File: config.mk
export PLATFORM = sky130hd
export DESIGN_NAME = proximity_measure_control
export DESIGN_NICKNAME = d
export VERILOG_FILES = /design/src/meas_pkg.sv /design/src/meas_timer_if.sv /design/src/meas_timer.sv /design/src/proximity_measure_control.sv
export SDC_FILE = /design/constraint.sdc
export NUM_CORES = 1
export LEC_CHECK = 0
export ABC_CLOCK_PERIOD_IN_PS = 6200
export BUFFER_PORTS_ARGS = -buffer_cell sky130_fd_sc_hd__buf_2
export CAP_MARGIN = 30
export CORE_MARGIN = 3
export CORE_UTILIZATION = 60
export CTS_CLUSTER_SIZE = 40
export DETAILED_ROUTE_END_ITERATION = 10
export HOLD_SLACK_MARGIN = 0.15
export PLACE_DENSITY_LB_ADDON = 0.1
export SLEW_MARGIN = 10
export SYNTH_ARGS = -nofsm -noshare
export SYNTH_HDL_FRONTEND = slang
export SYNTH_SLANG_ARGS = --single-unit
File: constraint.sdc
create_clock -name clk -period 6.2 [get_ports clk]
set_clock_uncertainty 0.2 [all_clocks]
set_input_delay 1.55 -clock clk [delete_from_list [all_inputs] [get_ports clk]]
set_output_delay 1.55 -clock clk [all_outputs]
set_load 0.1 [all_outputs]
File: src/meas_pkg.sv
// Constants, field positions, timing counts and helpers of the proximity measurement control.
// Assumes a single 10 MHz clock and a command-coded 16-bit register port.
package meas_pkg;

    // Command codes of the 16-bit register words
    localparam logic [7:0] CMD_CONFIG_A = 8'h03;
    localparam logic [7:0] CMD_CONFIG_B = 8'h04;
    localparam logic [7:0] CMD_OFFSET = 8'h07;
    localparam logic [7:0] CMD_RESULT = 8'h08;
    localparam logic [7:0] CMD_INT_FLAG = 8'hf5;

    // Widths
    localparam int WORD_W = 16;
    localparam int CMD_W = 8;
    localparam int COUNT_W = 12;
    localparam int OFFSET_W = 12;
    localparam int GAIN_W = 13;
    localparam int LUX_W = 8;
    localparam int SEL_W = 2;
    localparam int PULSE_CNT_W = 13;
    localparam int PERIOD_CNT_W = 24;

    // Field positions
    localparam int PULSE_SEL_LSB = 14;
    localparam int HIGH_GAIN_POS = 10;
    localparam int INTERVAL_LSB = 6;
    localparam int AMB_EN_POS = 15;
    localparam int AMB_LEVEL_LSB = 13;
    localparam int SAT_IRQ_POS = 2;
    localparam int SAT_FLAG_POS = 12;

    // Reset values
    localparam logic [WORD_W-1:0] CONFIG_A_RST = 16'h0000;
    localparam logic [WORD_W-1:0] CONFIG_B_RST = 16'h0000;
    localparam logic [OFFSET_W-1:0] OFFSET_RST = 12'h000;

    // Timing
    localparam int CLK_HZ = 10_000_000;
    localparam int PULSE_T_US = 50;
    localparam int PULSE_T_CYC = (PULSE_T_US * (CLK_HZ / 1_000_000));
    localparam int INTERVAL_BASE_MS = 10;
    localparam int INTERVAL_BASE_CYC = INTERVAL_BASE_MS * (CLK_HZ / 1000);

    // Saturation limits in klux
    localparam logic [LUX_W-1:0] LUX_NO_CANCEL = 8'h04;
    localparam logic [LUX_W-1:0] LUX_LEVEL1 = 8'h0c;
    localparam logic [LUX_W-1:0] LUX_LEVEL2 = 8'h18;
    localparam logic [LUX_W-1:0] LUX_LEVEL3 = 8'h2a;
    localparam logic [LUX_W-1:0] LUX_LEVEL4 = 8'h64;

    typedef enum {ST_IDLE, ST_AMBIENT, ST_PULSE, ST_CONVERT} meas_state_e;

    // Difference clamped at zero
    function automatic logic [GAIN_W-1:0] sat_sub(input logic [GAIN_W-1:0] a,
                                                  input logic [GAIN_W-1:0] b);
        return (a > b) ? (a - b) : '0;
    endfunction

    // Highest illuminance that the selected cancellation can handle
    function automatic logic [LUX_W-1:0] lux_limit(input logic en, input logic [SEL_W-1:0] lvl);
        if (!en)
            return LUX_NO_CANCEL;
        case (lvl)
            2'h0: return LUX_LEVEL1;
            2'h1: return LUX_LEVEL2;
            2'h2: return LUX_LEVEL3;
            default: return LUX_LEVEL4;
        endcase
    endfunction

endpackage

File: src/meas_timer_if.sv
// Carrier between the measurement sequencer and its timer.
// Assumes both ends run on the same clock.
interface meas_timer_if;
    logic start;
    logic [meas_pkg::SEL_W-1:0] pulse_sel;
    logic [meas_pkg::SEL_W-1:0] interval_sel;
    logic period_tick;
    logic pulse_done;

    modport ctrl (output start, output pulse_sel, output interval_sel,
                  input period_tick, input pulse_done);
    modport timer (input start, input pulse_sel, input interval_sel,
                   output period_tick, output pulse_done);
endinterface

File: src/meas_timer.sv
// Measurement interval divider and emitter pulse length counter.
// Assumes start is a one-cycle pulse from the sequencer.
module meas_timer
#(
    parameter int INTERVAL_CYC = meas_pkg::INTERVAL_BASE_CYC
)
(
    input wire logic clk,
    input wire logic rst,
    meas_timer_if.timer tm
);
    import meas_pkg::*;

    logic [PERIOD_CNT_W-1:0] per_q;
    logic [PERIOD_CNT_W-1:0] per_d;
    logic [PERIOD_CNT_W-1:0] per_lim;
    logic [PULSE_CNT_W-1:0] pls_q;
    logic [PULSE_CNT_W-1:0] pls_d;
    logic run_q;
    logic run_d;

    // Interval limit doubles per code step
    assign per_lim = (PERIOD_CNT_W'(INTERVAL_CYC) << tm.interval_sel) - PERIOD_CNT_W'(1);
    assign tm.period_tick = (per_q >= per_lim);
    assign per_d = tm.period_tick ? '0 : per_q + PERIOD_CNT_W'(1);

    // Pulse lasts base unit times two to the code
    assign pls_d = tm.start ? (PULSE_CNT_W'(PULSE_T_CYC) << tm.pulse_sel) - PULSE_CNT_W'(1)
                 : (run_q && pls_q != '0) ? pls_q - PULSE_CNT_W'(1) : pls_q;
    assign run_d = tm.start ? 1'b1 : (run_q && pls_q != '0);
    assign tm.pulse_done = run_q && (pls_q == '0);

    // Counter registers
    always_ff @(posedge clk)
    begin
        if (rst)
        begin
            per_q <= '0;
            pls_q <= '0;
            run_q <= 1'b0;
        end
        else
        begin
            per_q <= per_d;
            pls_q <= pls_d;
            run_q <= run_d;
        end
    end
endmodule

File: src/proximity_measure_control.sv
// Proximity measurement control: pulse timing, gain, offset and ambient handling,
// saturation protection with a read-cleared flag and an active-low interrupt.
// Assumes a decoded command port from the serial interface and synchronous sensor inputs.

// Operation
// - Emitter pulse is multiple of 50 us
// - Bits 15:14 select 1T 2T 4T 8T
// - High gain bit doubles reported counts
// - Bits 7:6 select 10/20/40/80 ms interval
// - Offset subtracted from every result
// - Bit 15 enables ambient cancel, 14:13 level
// - Ambient sampled before emitter pulse
// - Ambient deducted from total after pulse
// - Beyond top level enter saturation protection
// - Disabled cancel saturates above 4 klux
// - Saturation forces result to zero
// - Enabled interrupt pulls line low on entry
// - Entry sets the saturation event flag
// - Flag sits at bit 12 of 0xF5
// - Reading flag word clears the flag
module proximity_measure_control
#(
    parameter int INTERVAL_CYC = meas_pkg::INTERVAL_BASE_CYC
)
(
    input wire logic clk,
    input wire logic rst,
    input wire logic [meas_pkg::CMD_W-1:0] cmd,
    input wire logic wr_en,
    input wire logic rd_en,
    input wire logic [meas_pkg::WORD_W-1:0] wdata,
    input wire logic [meas_pkg::COUNT_W-1:0] photo_count,
    input wire logic [meas_pkg::LUX_W-1:0] ambient_klux,
    output logic [meas_pkg::WORD_W-1:0] rdata,
    output logic rvalid,
    output logic emitter_anode_pin,
    output logic int_n
);
    import meas_pkg::*;

    meas_timer_if tm();

    meas_timer #(.INTERVAL_CYC(INTERVAL_CYC)) u_timer
    (
        .clk(clk),
        .rst(rst),
        .tm(tm)
    );

    meas_state_e state_q;
    meas_state_e state_d;
    logic [WORD_W-1:0] config_a_q;
    logic [WORD_W-1:0] config_b_q;
    logic [OFFSET_W-1:0] offset_cancel_value_q;
    logic [COUNT_W-1:0] amb_q;
    logic [GAIN_W-1:0] result_q;
    logic [GAIN_W-1:0] result_d;
    logic sat_q;
    logic flag_q;
    logic flag_d;
    logic int_n_q;
    logic int_n_d;
    logic emit_q;
    logic [WORD_W-1:0] rdata_q;
    logic [WORD_W-1:0] rdata_d;
    logic rvalid_q;

    // Configuration fields
    logic [SEL_W-1:0] pulse_length_sel;
    logic high_gain_bit;
    logic [SEL_W-1:0] meas_interval_sel;
    logic ambient_cancel_enable;
    logic [SEL_W-1:0] ambient_cancel_level;
    logic saturation_irq_enable;
    assign pulse_length_sel = config_a_q[PULSE_SEL_LSB +: SEL_W];
    assign high_gain_bit = config_a_q[HIGH_GAIN_POS];
    assign meas_interval_sel = config_a_q[INTERVAL_LSB +: SEL_W];
    assign ambient_cancel_enable = config_b_q[AMB_EN_POS];
    assign ambient_cancel_level = config_b_q[AMB_LEVEL_LSB +: SEL_W];
    assign saturation_irq_enable = config_b_q[SAT_IRQ_POS];

    // Command decode
    logic wr_cfg_a;
    logic wr_cfg_b;
    logic wr_offset;
    logic rd_flag;
    assign wr_cfg_a = wr_en && (cmd == CMD_CONFIG_A);
    assign wr_cfg_b = wr_en && (cmd == CMD_CONFIG_B);
    assign wr_offset = wr_en && (cmd == CMD_OFFSET);
    assign rd_flag = rd_en && (cmd == CMD_INT_FLAG);

    // Timer controls
    assign tm.pulse_sel = pulse_length_sel;
    assign tm.interval_sel = meas_interval_sel;
    assign tm.start = (state_d == ST_PULSE) && (state_q != ST_PULSE);

    // Sequencer: optional ambient sample, emitter pulse, conversion
    always_comb
    begin
        state_d = state_q;
        case (state_q)
            ST_IDLE:
                if (tm.period_tick)
                    state_d = ambient_cancel_enable ? ST_AMBIENT : ST_PULSE;
            ST_AMBIENT:
                state_d = ST_PULSE;
            ST_PULSE:
                if (tm.pulse_done)
                    state_d = ST_CONVERT;
            ST_CONVERT:
                state_d = ST_IDLE;
            default:
                state_d = ST_IDLE;
        endcase
    end

    // Result arithmetic
    logic meas_done;
    logic amb_take;
    logic [GAIN_W-1:0] signal_cnt;
    logic [GAIN_W-1:0] gained_cnt;
    logic [GAIN_W-1:0] clean_cnt;
    logic over_lux;
    logic sat_entry;
    assign meas_done = (state_q == ST_CONVERT);
    assign amb_take = (state_q == ST_AMBIENT);
    assign signal_cnt = ambient_cancel_enable
                      ? sat_sub({1'b0, photo_count}, {1'b0, amb_q})
                      : {1'b0, photo_count};
    assign gained_cnt = high_gain_bit ? {signal_cnt[COUNT_W-1:0], 1'b0} : signal_cnt;
    assign clean_cnt = sat_sub(gained_cnt, {1'b0, offset_cancel_value_q});
    assign over_lux = ambient_klux > lux_limit(ambient_cancel_enable,
                                               ambient_cancel_level);
    assign sat_entry = meas_done && over_lux && !sat_q;
    assign result_d = meas_done ? (over_lux ? '0 : clean_cnt) : result_q;

    // Flag and interrupt: a new entry wins over a clearing read
    assign flag_d = sat_entry ? 1'b1 : (rd_flag ? 1'b0 : flag_q);
    assign int_n_d = (sat_entry && saturation_irq_enable) ? 1'b0
                   : (rd_flag ? 1'b1 : int_n_q);

    // Read data mux, reserved bits zero in offset, result and flag words
    always_comb
    begin
        rdata_d = '0;
        case (cmd)
            CMD_CONFIG_A: rdata_d = config_a_q;
            CMD_CONFIG_B: rdata_d = config_b_q;
            CMD_OFFSET: rdata_d = {{(WORD_W-OFFSET_W){1'b0}}, offset_cancel_value_q};
            CMD_RESULT: rdata_d = {{(WORD_W-GAIN_W){1'b0}}, result_q};
            CMD_INT_FLAG: rdata_d[SAT_FLAG_POS] = flag_q;
            default: rdata_d = '0;
        endcase
    end

    // Configuration registers
    always_ff @(posedge clk)
    begin
        if (rst)
        begin
            config_a_q <= CONFIG_A_RST;
            config_b_q <= CONFIG_B_RST;
            offset_cancel_value_q <= OFFSET_RST;
        end
        else
        begin
            if (wr_cfg_a)
                config_a_q <= wdata;
            if (wr_cfg_b)
                config_b_q <= wdata;
            if (wr_offset)
                offset_cancel_value_q <= wdata[OFFSET_W-1:0];
        end
    end

    // Measurement state
    always_ff @(posedge clk)
    begin
        if (rst)
        begin
            state_q <= ST_IDLE;
            amb_q <= '0;
            result_q <= '0;
            sat_q <= 1'b0;
            emit_q <= 1'b0;
        end
        else
        begin
            state_q <= state_d;
            if (amb_take)
                amb_q <= photo_count;
            result_q <= result_d;
            if (meas_done)
                sat_q <= over_lux;
            emit_q <= (state_d == ST_PULSE);
        end
    end

    // Flag, interrupt and read port
    always_ff @(posedge clk)
    begin
        if (rst)
        begin
            flag_q <= 1'b0;
            int_n_q <= 1'b1;
            rdata_q <= '0;
            rvalid_q <= 1'b0;
        end
        else
        begin
            flag_q <= flag_d;
            int_n_q <= int_n_d;
            rvalid_q <= rd_en;
            if (rd_en)
                rdata_q <= rdata_d;
        end
    end

    assign rdata = rdata_q;
    assign rvalid = rvalid_q;
    assign emitter_anode_pin = emit_q;
    assign int_n = int_n_q;

    // Checking helpers: pulse length and the select in force at its start
    logic [PULSE_CNT_W-1:0] em_cnt_q;
    logic [SEL_W-1:0] em_sel_q;
    always_ff @(posedge clk)
    begin
        if (rst)
        begin
            em_cnt_q <= '0;
            em_sel_q <= '0;
        end
        else
        begin
            em_cnt_q <= emit_q ? em_cnt_q + PULSE_CNT_W'(1) : '0;
            if (tm.start)
                em_sel_q <= pulse_length_sel;
        end
    end
endmodule

==> results of run 1 <==
Yosys cell counts, drive strengths merged (23+ instances only):
master  instances
xnor2          23
clkbuf         36
ha             61
nand2b         24
xor2           28
dfxtp         160
nand2         136
a21oi          92
a22o           40
nor2          105
o21ai          30
inv            48
layout make-up:
type                       count  area [um^2]
clock inverter                15          168
inverter                      48          180
sequential                   160         3200
fill                        1095         3950
tap                          176          220
multi-input combinational    766         4810
timing repair buffer          73          395
clock buffer                  17          425
critical path, delay by kind of cell:
family,cells,cell delay (ps)
simple gates,4,960
compound gates,9,1770
fa+ha+maj,3,940
xor+xnor,1,180
buf+inv,3,250
logic make-up after synthesis:
kind of cell	Yosys count	share of synthesized area (%)
compound gates	230	18.3
xor+xnor	51	5.42
fa+ha+maj	63	9.74
buf+inv	89	4.34
flops	160	38.9
mux	21	2.60
other cells	2	0.0911
simple gates	366	20.6
how the worst max path moves through the flow:
stage	startpoint	to	slack [ps]	cells past startpoint
final	photo_count[0]	result_q[11]$_SDFFE_PP0N_	670	20
after floorplan	photo_count[1]	result_q[1]$_SDFFE_PP0N_	680	18
after global routing	photo_count[0]	result_q[11]$_SDFFE_PP0N_	360	20
after CTS	photo_count[0]	result_q[11]$_SDFFE_PP0N_	710	20
after detailed placement	photo_count[0]	result_q[11]$_SDFFE_PP0N_	320	20
after global placement	photo_count[0]	result_q[11]$_SDFFE_PP0N_	370	20
layer usage:
metal / vias up / wire length [um] / global-route usage, %
li1: 3545 / - / -
met1: 3255 / 8440 / 32.4
met2: 150 / 9440 / 44.9
met3: 26 / 811 / 4.80
met4: 0 / 249 / 7.27
met5: - / 0 / 0
where the power goes:
part | internal (uW) | switching (uW)
sequential | 1040 | 5.65
clock | 571 | 467
combinational | 59.2 | 97.0
flip-flops by register name (all words and copies together) (netlist names):
| name | count |
|---|---|
| state_q | 32 |
| u_timer.per_q | 24 |
| config_a_q | 16 |
| config_b_q | 16 |
| rdata | 16 |
| result_q | 13 |
| u_timer.pls_q | 13 |
| amb_q | 12 |
| offset_cancel_value_q | 12 |
| emitter_anode_pin | 1 |
| flag_q | 1 |
| int_n | 1 |
| rvalid | 1 |
| sat_q | 1 |
| u_timer.run_q | 1 |
stage by stage:
step	power [uW]	cell area [um^2]	setup WS, ps
after global placement	1220	8770	372
after CTS	2260	9370	714
final	2240	9400	665
after floorplan	1170	8370	675
after global routing	2320	9400	357
after detailed placement	1220	8780	316
==> flow_summary.rst, run 1 <==
.. list-table::
   :header-rows: 1

   * - Metric
     - Value
   * - Pre-antenna DRT Iters
     - 5
   * - Number of global-route vias before repair
     - 6597
   * - Relative area change from synthesis to final layout
     - 14.0%
   * - Mapped Cells
     - 982
   * - Max-cap violations
     - 0
   * - Largest cells by area after synthesis
     - sky130_fd_sc_hd__dfxtp_1 39%, sky130_fd_sc_hd__ha_1 9.3%, sky130_fd_sc_hd__nand2_1 6.2%
   * - Chip Height
     - 123 um
   * - Flip-flop and latch count after synthesis
     - 160
   * - Aggregate global-route resource usage
     - 25.7%
   * - Synth Area per Inst
     - 8.39 um^2
   * - Core occupancy in the finished layout
     - 70.4%
   * - Critical Path AT
     - 5650 ps
   * - Number of nets in the finished design
     - 1177
   * - CTS Buf Count
     - 17
   * - Aggregate routed wire length
     - 18900 um
   * - Number of setup violations in the final report
     - 0
   * - First-pass GRT wire length
     - 31200 um
   * - Die X-Extent
     - 123 um
   * - Minimum period implied by the final worst setup slack
     - 5530 ps
   * - Normalized max-slew margin
     - 35.4%
   * - Worst slew pin tran
     - 968 ps
   * - Placed Instances
     - 1221
   * - Final hold vios
     - 0
   * - Sort of element at the end of the critical path
     - flop
   * - Most used flip-flop cell after synthesis
     - sky130_fd_sc_hd__dfxtp_1
   * - Non-filler cells in the finished layout
     - 1255
   * - Clock tree from TritonCTS
     - built
   * - Logic depth of the worst register-to-register path
     - 20
   * - Routed length per instance
     - 15.1 um
   * - Count of synthesis-stage warnings from yosys
     - 0
   * - Routed vias/inst
     - 5.56
   * - Number of enable flip-flop cells after synthesis
     - 0
   * - Post-CTS Setup Inserts
     - 0
   * - RSZ-0062 raised after global routing
     - no
   * - P_leak
     - 0.00389 uW
   * - Reg-to-reg endpoint
     - u_timer.pls_q[4]$_SDFFE_PP0P_
   * - Source-to-sink clock delay at the later pin of the worst-skew pair
     - 430 ps
   * - P per Cell Area
     - 238 nW/um^2
   * - Detailed Route Iter0 Violations
     - 498
   * - Number of nets with antenna violations after routing
     - 0
   * - Fmax achieved
     - 0.181 GHz
   * - Tightest Hold Check Type
     - reg -> reg
   * - Fraction of synthesized cell area taken by the top area cell type
     - 38.9%
   * - Startpoint of the worst register-to-register path
     - config_a_q[7]$_SDFFE_PP0P_
   * - Worst min-delay path startpoint
     - config_b_q[12]$_SDFFE_PP0P_
   * - Share of flip-flops with an asynchronous set or reset
     - 0%
   * - Total DRC errors in the routed layout
     - 0
   * - Post-CTS resize count
     - 0
   * - Worst hold path depth
     - 2
   * - Number of pins with negative max-slew slack in the final report
     - 0
   * - Number of distinct standard cells referenced by the synthesized netlist
     - 69
   * - Cell-by-cell trace of the critical path
     - buf_2 > inv_1 > ha_1 > inv_1 > fa_1 > a211oi_1 > o21ai_0 > o211ai_1 > nand2b_1 > a21oi_1 > xor2_1 > o21ai_0 > o2bb2ai_1 > ha_1 > nand4_1 > or4b_2 > nand3_1 > a2bb2oi_1 > a21oi_2 > a22o_1
   * - Sequential cell area fraction in the yosys report
     - 38.9%
   * - Clock net sink count
     - 160
   * - Total Die Area
     - 15200 um^2
   * - Most area-hungry cell type in the Yosys netlist
     - sky130_fd_sc_hd__dfxtp_1
   * - Final worst hold slack
     - 257 ps
   * - Leading cell type in the layout, fill and taps excluded
     - sky130_fd_sc_hd__dfxtp_1
   * - Overflow left after global routing
     - 0
   * - Fraction of final layout cells sized beyond drive strength 1
     - 10.9%
   * - Core Region
     - 13300 um^2
   * - Number of antenna diodes
     - 0
   * - Worst ir drop on vdd
     - 0.000205 V
   * - Total number of placement rows
     - 42
   * - Startpoint Class
     - input pin
   * - Result of the run
     - finished, final reports clean
   * - Final weighted congestion in routability-driven placement
     - 1.03
   * - Number of buffers inserted for hold repair after clock tree synthesis
     - 0
   * - Hold Crit Endpoint
     - config_b_q[12]$_SDFFE_PP0P_
   * - Share of the cycle needed by the critical path after routing
     - 89.3%
   * - CTS H-tree depth
     - 4
   * - Antenna violations before repair
     - 0
   * - Root Driver
     - sky130_fd_sc_hd__clkbuf_16
   * - Starting density of the core
     - 61.8%
   * - Vias
     - 6976
   * - Mapped Area
     - 8240 um^2
   * - Clock slew at the register clock pins of the worst setup and hold paths
     - 70 ps
   * - Final HPWL from detailed placement
     - 14000 um
   * - Clock Tree Buf Depth
     - 2
   * - Worst Path Class, Setup
     - in -> reg
   * - Most used cells in the layout excluding fill and tap cells
     - 160 x sky130_fd_sc_hd__dfxtp_1, 136 x sky130_fd_sc_hd__nand2_1, 105 x sky130_fd_sc_hd__nor2_1
   * - Slack of the worst reg-to-reg path
     - 970 ps
   * - Maximum number of pins on one net before global-route repair
     - 56
   * - Setup TNS Final
     - 0 ps
   * - Biggest cell delay along the critical path
     - 640 ps
   * - Number of top-level pins
     - 67
   * - Worst path slowest cell
     - sky130_fd_sc_hd__or4b_2
   * - Worst path required time
     - 6320 ps
   * - Biggest fanout along the worst timing path
     - 12
   * - Count of input and output buffers
     - 66
No activity file was read; power rests on OpenSTA's default activity.
==> run 2, diff against run 1 <==
--- a/config.mk
+++ b/config.mk
@@ -15,4 +15,5 @@
 export HOLD_SLACK_MARGIN = 0.15
 export PLACE_DENSITY_LB_ADDON = 0.1
+export REMOVE_ABC_BUFFERS = 1
 export SLEW_MARGIN = 10
 export SYNTH_ARGS = -nofsm -noshare
--- a/constraint.sdc
+++ b/constraint.sdc
@@ -3,3 +3,3 @@
 set_input_delay 1.55 -clock clk [delete_from_list [all_inputs] [get_ports clk]]
 set_output_delay 1.55 -clock clk [all_outputs]
-set_load 0.1 [all_outputs]
+set_load 0.005 [all_outputs]
==> run 2 against run 1 <==
Worst setup slack worse by 7.5 ps. Highest routed layer unchanged. Via count up 1.1%. Clock power up 5%. Final area up 0.20%. Final cell count unchanged. Critical endpoint unchanged. First-iteration DRC count up 12%. Fmax down 0.14%.
==> flow_summary.rst, run 2 (synthesized netlist as in run 1, its figures left out) <==
.. list-table::
   :header-rows: 1

   * - Metric
     - Value
   * - Result of the run
     - finished, final reports clean
   * - Critical Path AT
     - 5660 ps (about the same)
   * - Post-CTS resize count
     - 0 (unchanged)
   * - First-pass GRT wire length
     - 30600 um (-2.0%)
   * - Fin worst setup slack
     - 658 ps (-7.54 ps)
   * - Final hold vios
     - 0 (unchanged)
   * - Starting density of the core
     - 61.8% (unchanged)
   * - Number of setup violations in the final report
     - 0 (unchanged)
   * - Normalized max-slew margin
     - 40.0% (+4.6 points)
   * - Max-cap violations
     - 0 (unchanged)
   * - Clock Power Share
     - 47.8% (+1.5 points)
   * - Tightest Hold Check Type
     - reg -> reg
   * - Number of antenna diodes
     - 0 (unchanged)
   * - Worst path bufs/invs
     - 3 (unchanged)
   * - Overflow left after global routing
     - 0 (unchanged)
   * - Pwr Total
     - 2280 uW (+1.7%)
   * - Detailed Route Iter0 Violations
     - 556 (+12%)
   * - P per Cell Area
     - 242 nW/um^2 (+1.5%)
   * - Minimum period implied by the final worst setup slack
     - 5540 ps (+7.54 ps)
   * - Worst slew pin tran
     - 896 ps (-71.5 ps)
   * - Clock tree from TritonCTS
     - built
   * - Max reg flops
     - 32 (unchanged)
   * - P_leak
     - 0.00390 uW (+0.35%)
   * - Sort of element at the end of the critical path
     - flop
   * - Vias
     - 7053 (+1.1%)
   * - Core occupancy in the finished layout
     - 70.5% (+0.14 points)
   * - Relative area change from synthesis to final layout
     - 14.2%
   * - Register share of total power
     - 46.0% (-0.7 points)
   * - Number of top-level pins
     - 67 (unchanged)
   * - CTS H-tree depth
     - 4 (unchanged)
   * - Share of the cycle needed by the critical path after routing
     - 89.4% (+0.12 points)
   * - Total DRC errors in the routed layout
     - 0 (unchanged)
   * - Most used cells in the layout excluding fill and tap cells
     - 160 x sky130_fd_sc_hd__dfxtp_1, 136 x sky130_fd_sc_hd__nand2_1, 105 x sky130_fd_sc_hd__nor2_1
   * - Category of cells accounting for the largest share of critical-path delay
     - compound AO/OA/AOI/OAI gates
   * - Final weighted congestion in routability-driven placement
     - 0.891 (-14%)
   * - Clock net sink count
     - 160 (unchanged)
   * - CTS Buf Count
     - 17 (unchanged)
   * - Most flops, register
     - state_q
   * - Placement Setup Slack
     - 293 ps (-22.1 ps)
   * - Setup TNS Final
     - 0 ps (unchanged)
   * - Logic gate share of total power
     - 6.3% (-0.7 points)
   * - Number of global-route vias before repair
     - 6460 (-2.1%)
   * - Leading cell type in the layout, fill and taps excluded
     - sky130_fd_sc_hd__dfxtp_1
   * - Clock slew at the register clock pins of the worst setup and hold paths
     - 60 ps (about the same)
   * - Number of nets with antenna violations after routing
     - 0 (unchanged)
   * - Post-DP Area
     - 8780 um^2 (about the same)
   * - Worst path required time
     - 6310 ps (about the same)
   * - Cell-by-cell trace of the critical path
     - buf_2 > inv_1 > ha_1 > inv_1 > fa_1 > a211oi_1 > o21ai_0 > o211ai_1 > nand2b_1 > a21oi_1 > xor2_1 > o21ai_0 > o2bb2ai_1 > ha_1 > nand4_1 > or4b_2 > nand3_1 > a2bb2oi_1 > a21oi_2 > a22o_1
   * - Total Die Area
     - 15200 um^2 (unchanged)
   * - Root Driver
     - sky130_fd_sc_hd__clkbuf_16
   * - Die X-Extent
     - 123 um (unchanged)
   * - Pre-antenna DRT Iters
     - 5 (unchanged)
   * - Worst Path Class, Setup
     - in -> reg
   * - Summed area of non-filler cells in the final layout
     - 9420 um^2 (+0.20%)
   * - Startpoint Class
     - input pin
   * - Biggest cell delay along the critical path
     - 650 ps (about the same)
   * - Final HPWL from detailed placement
     - 12900 um (-8.0%)
   * - Internal power
     - 1750 uW (+4.8%)
   * - Aggregate routed wire length
     - 18500 um (-2.5%)
   * - Chip Height
     - 123 um (unchanged)
   * - Clock Tree Buf Depth
     - 2 (unchanged)
   * - Aggregate global-route resource usage
     - 25.1% (-0.60 points)
   * - Antenna violations before repair
     - 0 (unchanged)
   * - Routed vias/inst
     - 5.62 (+1.1%)
   * - Fraction of final layout cells sized beyond drive strength 1
     - 10.8% (-0.093 points)
   * - Switching pwr
     - 526 uW (-7.6%)
   * - Source-to-sink clock delay at the later pin of the worst-skew pair
     - 420 ps (about the same)
   * - Fmax achieved
     - 0.180 GHz (-0.14%)
   * - Core Region
     - 13300 um^2 (unchanged)
   * - Biggest fanout along the worst timing path
     - 12 (unchanged)
   * - Number of nets in the finished design
     - 1177 (unchanged)
   * - Worst path slowest cell
     - sky130_fd_sc_hd__or4b_2
   * - RSZ-0062 raised after global routing
     - no
   * - Worst ir drop on vdd
     - 0.000201 V (-1.6%)
   * - Maximum number of pins on one net before global-route repair
     - 54 (-3.6%)
   * - Top Registers
     - state_q: 32 flops, u_timer.per_q: 24 flops
   * - Routed length per instance
     - 14.7 um (-2.5%)
   * - Sw Share
     - 23.1% (-2.3 points)
   * - Number of pins with negative max-slew slack in the final report
     - 0 (unchanged)
   * - Count of input and output buffers
     - 66 (unchanged)
   * - Post-CTS Setup Inserts
     - 0 (unchanged)
   * - Total number of placement rows
     - 42 (unchanged)
   * - Number of buffers inserted for hold repair after clock tree synthesis
     - 0 (unchanged)
[run 2: through the flow]
step           hold slack [ps]  instances
2_1_floorplan              226        974
3_3_place_gp               240       1221
3_5_place_dp               247       1222
4_1_cts                    256       1254
5_1_grt                    283       1255
6_report                   256       1255
[run 2: layer usage]
metal / global-route usage (%) / wire [um] / part of all wire, % / vias up
met5: 0 / 0 / 0 / -
met4: 7.75 / 269 / 1.5 / 0
met3: 4.57 / 1070 / 5.8 / 16
met2: 40.2 / 8380 / 45 / 215
met1: 34.4 / 8750 / 47 / 3277
li1: - / - / - / 3545
[run 2: path summary, 6_finish.rpt]
check / start / slack [ps] / to / cells after the start
setup / recovery: photo_count[0] / 660 / result_q[11]$_SDFFE_PP0N_ / 20
hold / removal: config_a_q[8]$_SDFFE_PP0P_ / 260 / config_a_q[8]$_SDFFE_PP0P_ / 2
setup reg to reg: config_a_q[7]$_SDFFE_PP0P_ / 1210 / u_timer.pls_q[12]$_SDFFE_PP0P_ / 19
hold reg to reg: config_a_q[8]$_SDFFE_PP0P_ / 260 / config_a_q[8]$_SDFFE_PP0P_ / 2
[run 2: power groups by stage]
| stage | logic (uW) | clock network [uW] | registers [uW] |
|---|---|---|---|
| floorplan | 84.1 | 0 | 1070 |
| global placement | 137 | 0 | 1070 |
| detailed placement | 139 | 0 | 1070 |
| global route | 160 | 1150 | 1050 |
| CTS | 141 | 1110 | 1050 |
| finish | 143 | 1090 | 1050 |
[run 2: worst register-to-register path, stage by stage (launching register included)]
cell and delay, ps:
sky130_fd_sc_hd__dfxtp_1 530, sky130_fd_sc_hd__inv_1 160, sky130_fd_sc_hd__ha_1 250, sky130_fd_sc_hd__nor2_1 170, sky130_fd_sc_hd__nand3_1 90, sky130_fd_sc_hd__nor3_1 170, sky130_fd_sc_hd__xnor2_1 100, sky130_fd_sc_hd__ha_1 280
sky130_fd_sc_hd__nand4_1 60, sky130_fd_sc_hd__or3_1 330, sky130_fd_sc_hd__or3_1 370, sky130_fd_sc_hd__o32ai_1 320, sky130_fd_sc_hd__nor3_1 140, sky130_fd_sc_hd__nor4b_2 550, sky130_fd_sc_hd__nand2b_1 180, sky130_fd_sc_hd__ha_1 240
sky130_fd_sc_hd__nand2_1 180, sky130_fd_sc_hd__nor4_1 280, sky130_fd_sc_hd__xnor2_1 170, sky130_fd_sc_hd__nor3_1 60
[run 2: layout make-up]
cell class	instances	area (um^2)
inverter	48	180
fill	1116	3930
sequential	160	3200
clock inverter	13	178
timing repair buffer	73	387
multi-input combinational	766	4810
clock buffer	19	443
tap	176	220
==> run 3, diff against run 2 <==
BUFFER_PORTS_ARGS = -buffer_cell sky130_fd_sc_hd__clkbuf_2   (was -buffer_cell sky130_fd_sc_hd__buf_2)
==> run 3 against run 2 <==
Via count fell by 2.3%. Clock-buffer cell count rose by 2. Sequential share of layout area rose by 0.32 points. Routed wire length fell by 1.1%. Die area did not move. Core utilization fell by 0.66 points. Critical endpoint is now result_q[1]$_SDFFE_PP0N_. Largest power group is now sequential cells.
==> flow_summary.rst, run 3 (synthesized netlist as in run 1, its figures left out) <==
.. list-table::
   :header-rows: 1

   * - Metric
     - Value
   * - Tightest Hold Check Type
     - reg -> reg
   * - Post-CTS Setup Inserts
     - 0 (unchanged)
   * - CTS Buf Count
     - 17 (unchanged)
   * - Core Region
     - 13300 um^2 (unchanged)
   * - Hold Crit Endpoint
     - config_b_q[7]$_SDFFE_PP0P_
   * - Number of buffers inserted for hold repair after clock tree synthesis
     - 0 (unchanged)
   * - Worst min-delay path startpoint
     - config_b_q[7]$_SDFFE_PP0P_
   * - Count of filler cells inserted in the layout
     - 1123 (+0.63%)
   * - Post-CTS resize count
     - 0 (unchanged)
   * - Detail Route met3 WL
     - 923 um (-14%)
   * - Chip Height
     - 123 um (unchanged)
   * - Number of top-level pins
     - 67 (unchanged)
   * - Number of antenna diodes
     - 0 (unchanged)
   * - Final hold vios
     - 0 (unchanged)
   * - Aggregate global-route resource usage
     - 24.8% (-0.29 points)
   * - Fmax achieved
     - 0.182 GHz (+1.0%)
   * - Post-DP Area
     - 8790 um^2 (about the same)
   * - Most flops, register
     - state_q
   * - Fraction of final layout cells sized beyond drive strength 1
     - 10.6% (-0.27 points)
   * - P_leak
     - 0.00386 uW (-1.0%)
   * - Worst path slowest cell
     - sky130_fd_sc_hd__or4b_1
   * - RSZ-0062 raised after global routing
     - no
   * - Fin worst setup slack
     - 713 ps (+54.9 ps)
   * - Count of input and output buffers
     - 66 (unchanged)
   * - Number of global-route vias before repair
     - 6264 (-3.0%)
   * - Clock slew at the register clock pins of the worst setup and hold paths
     - 60 ps (about the same)
   * - Topmost layer with routed signal wires
     - met4
   * - Total DRC errors in the routed layout
     - 0 (unchanged)
   * - Final HPWL from detailed placement
     - 12800 um (-0.42%)
   * - Number of nets with antenna violations after routing
     - 0 (unchanged)
   * - Routed length per instance
     - 14.6 um (-1.1%)
   * - Final weighted congestion in routability-driven placement
     - 0.926 (+3.9%)
   * - Multi-input logic area
     - 4810 um^2 (unchanged)
   * - Relative area change from synthesis to final layout
     - 13.2%
   * - Leading cell type in the layout, fill and taps excluded
     - sky130_fd_sc_hd__dfxtp_1
   * - Total number of placement rows
     - 42 (unchanged)
   * - Clock net sink count
     - 160 (unchanged)
   * - Number of nets in the finished design
     - 1177 (unchanged)
   * - CTS H-tree depth
     - 4 (unchanged)
   * - Antenna violations before repair
     - 0 (unchanged)
   * - Most used cells in the layout excluding fill and tap cells
     - 160 x sky130_fd_sc_hd__dfxtp_1, 136 x sky130_fd_sc_hd__nand2_1, 105 x sky130_fd_sc_hd__nor2_1
   * - Overflow left after global routing
     - 0 (unchanged)
   * - Biggest fanout along the worst timing path
     - 12 (unchanged)
   * - Vias
     - 6891 (-2.3%)
   * - Normalized max-slew margin
     - 39.3% (-0.73 points)
   * - Maximum number of pins on one net before global-route repair
     - 77 (+43%)
   * - Worst path required time
     - 6310 ps (about the same)
   * - Minimum period implied by the final worst setup slack
     - 5490 ps (-54.9 ps)
   * - Worst ir drop on vdd
     - 0.000192 V (-4.7%)
   * - Worst Path Class, Setup
     - in -> reg
   * - Routed vias/inst
     - 5.50 (-2.2%)
   * - Number of pins with negative max-slew slack in the final report
     - 0 (unchanged)
   * - Aggregate routed wire length
     - 18300 um (-1.1%)
   * - Category of cells accounting for the largest share of critical-path delay
     - compound AO/OA/AOI/OAI gates
   * - Clock tree from TritonCTS
     - built
   * - Cell-by-cell trace of the critical path
     - clkbuf_2 > ha_1 > nor2b_1 > o31a_1 > o211a_1 > o31a_1 > a22o_1 > nor2_1 > nor2_1 > ha_1 > a21oi_1 > or4b_1 > a31oi_1 > o211a_1 > a2bb2oi_1 > a21oi_2 > a22o_1
   * - Sequential standard cell area
     - 3200 um^2 (unchanged)
   * - Root Driver
     - sky130_fd_sc_hd__clkbuf_16
   * - Worst path bufs/invs
     - 1 (-2)
   * - Met1 wire length
     - 8930 um (+2.0%)
   * - P per Cell Area
     - 230 nW/um^2 (-5.0%)
   * - Number of setup violations in the final report
     - 0 (unchanged)
   * - Setup TNS Final
     - 0 ps (unchanged)
   * - First-pass GRT wire length
     - 30200 um (-1.4%)
   * - Length of routed met2 wiring
     - 8050 um (-4.0%)
   * - Top Registers
     - state_q: 32 flops, u_timer.per_q: 24 flops
   * - Startpoint of the worst register-to-register path
     - config_a_q[7]$_SDFFE_PP0P_
   * - Critical Path AT
     - 5600 ps (-60 ps)
   * - Slack of the worst reg-to-reg path
     - 1290 ps (+80 ps)
   * - Biggest cell delay along the critical path
     - 450 ps (-200 ps)
   * - Result of the run
     - finished, final reports clean
   * - Summed area of non-filler cells in the final layout
     - 9330 um^2 (-0.93%)
   * - Reg-to-reg endpoint
     - u_timer.pls_q[12]$_SDFFE_PP0P_
   * - Starting density of the core
     - 61.8% (unchanged)
   * - Clock Tree Buf Depth
     - 2 (unchanged)
   * - Worst slew pin tran
     - 907 ps (+10.9 ps)
   * - Share of the cycle needed by the critical path after routing
     - 88.5% (-0.88 points)
   * - Die X-Extent
     - 123 um (unchanged)
   * - Total Die Area
     - 15200 um^2 (unchanged)
   * - Logic depth of the worst register-to-register path
     - 20 (+1)
   * - Placement Setup Slack
     - 331 ps (+37.5 ps)
   * - Max reg flops
     - 32 (unchanged)
   * - Worst hold path depth
     - 2 (unchanged)
   * - Startpoint Class
     - input pin
   * - Core occupancy in the finished layout
     - 69.9% (-0.66 points)
   * - Detailed Route Iter0 Violations
     - 552 (-0.72%)
   * - Source-to-sink clock delay at the later pin of the worst-skew pair
     - 420 ps (about the same)
   * - Max-cap violations
     - 0 (unchanged)
   * - Sort of element at the end of the critical path
     - flop
   * - Pre-antenna DRT Iters
     - 5 (unchanged)
-- run 3: worst max-delay path by stage --
stage	start	end	cells after the start
CTS	photo_count[0]	result_q[11]$_SDFFE_PP0N_	20
global placement	photo_count[1]	result_q[11]$_SDFFE_PP0N_	17
detailed placement	photo_count[1]	result_q[1]$_SDFFE_PP0N_	17
finish	photo_count[1]	result_q[1]$_SDFFE_PP0N_	17
floorplan	photo_count[1]	result_q[11]$_SDFFE_PP0N_	16
global route	photo_count[0]	result_q[11]$_SDFFE_PP0N_	20
-- run 3: routing by layer --
layer  track usage (%)  up-vias
li1                  -     3552
met1              35.3     3128
met2              38.0      182
met3              3.66       29
met4              9.76        0
met5                 0        -
-- run 3: final cells by class --
type / instances / area share, %
clock inverters: 10 / 0.858
flip-flops and latches: 160 / 34.3
clock buffers: 21 / 4.83
well taps: 176 / 2.36
multi-input cells: 766 / 51.5
repair buffers: 73 / 4.17
inverters: 48 / 1.93
-- run 3: power by group --
group          internal, uW  switching, uW  leakage, uW
clock network           526            428     0.000256
registers              1040           5.40      0.00130
logic                  57.9           83.6      0.00230
-- run 3: tightest hold or removal path: stages (launching register included) --
cell and delay (ps):
sky130_fd_sc_hd__dfxtp_1 310, sky130_fd_sc_hd__nand2_1 50, sky130_fd_sc_hd__a21oi_1 50
-- run 3: metrics by stage --
stage                     std cells  power [uW]  hold WS, ps
after global placement         1221        1210          240
after detailed placement       1222        1210          246
after floorplan                 974        1150          226
final                          1254        2140          256
after CTS                      1253        2160          255
after global routing           1254        2220          265
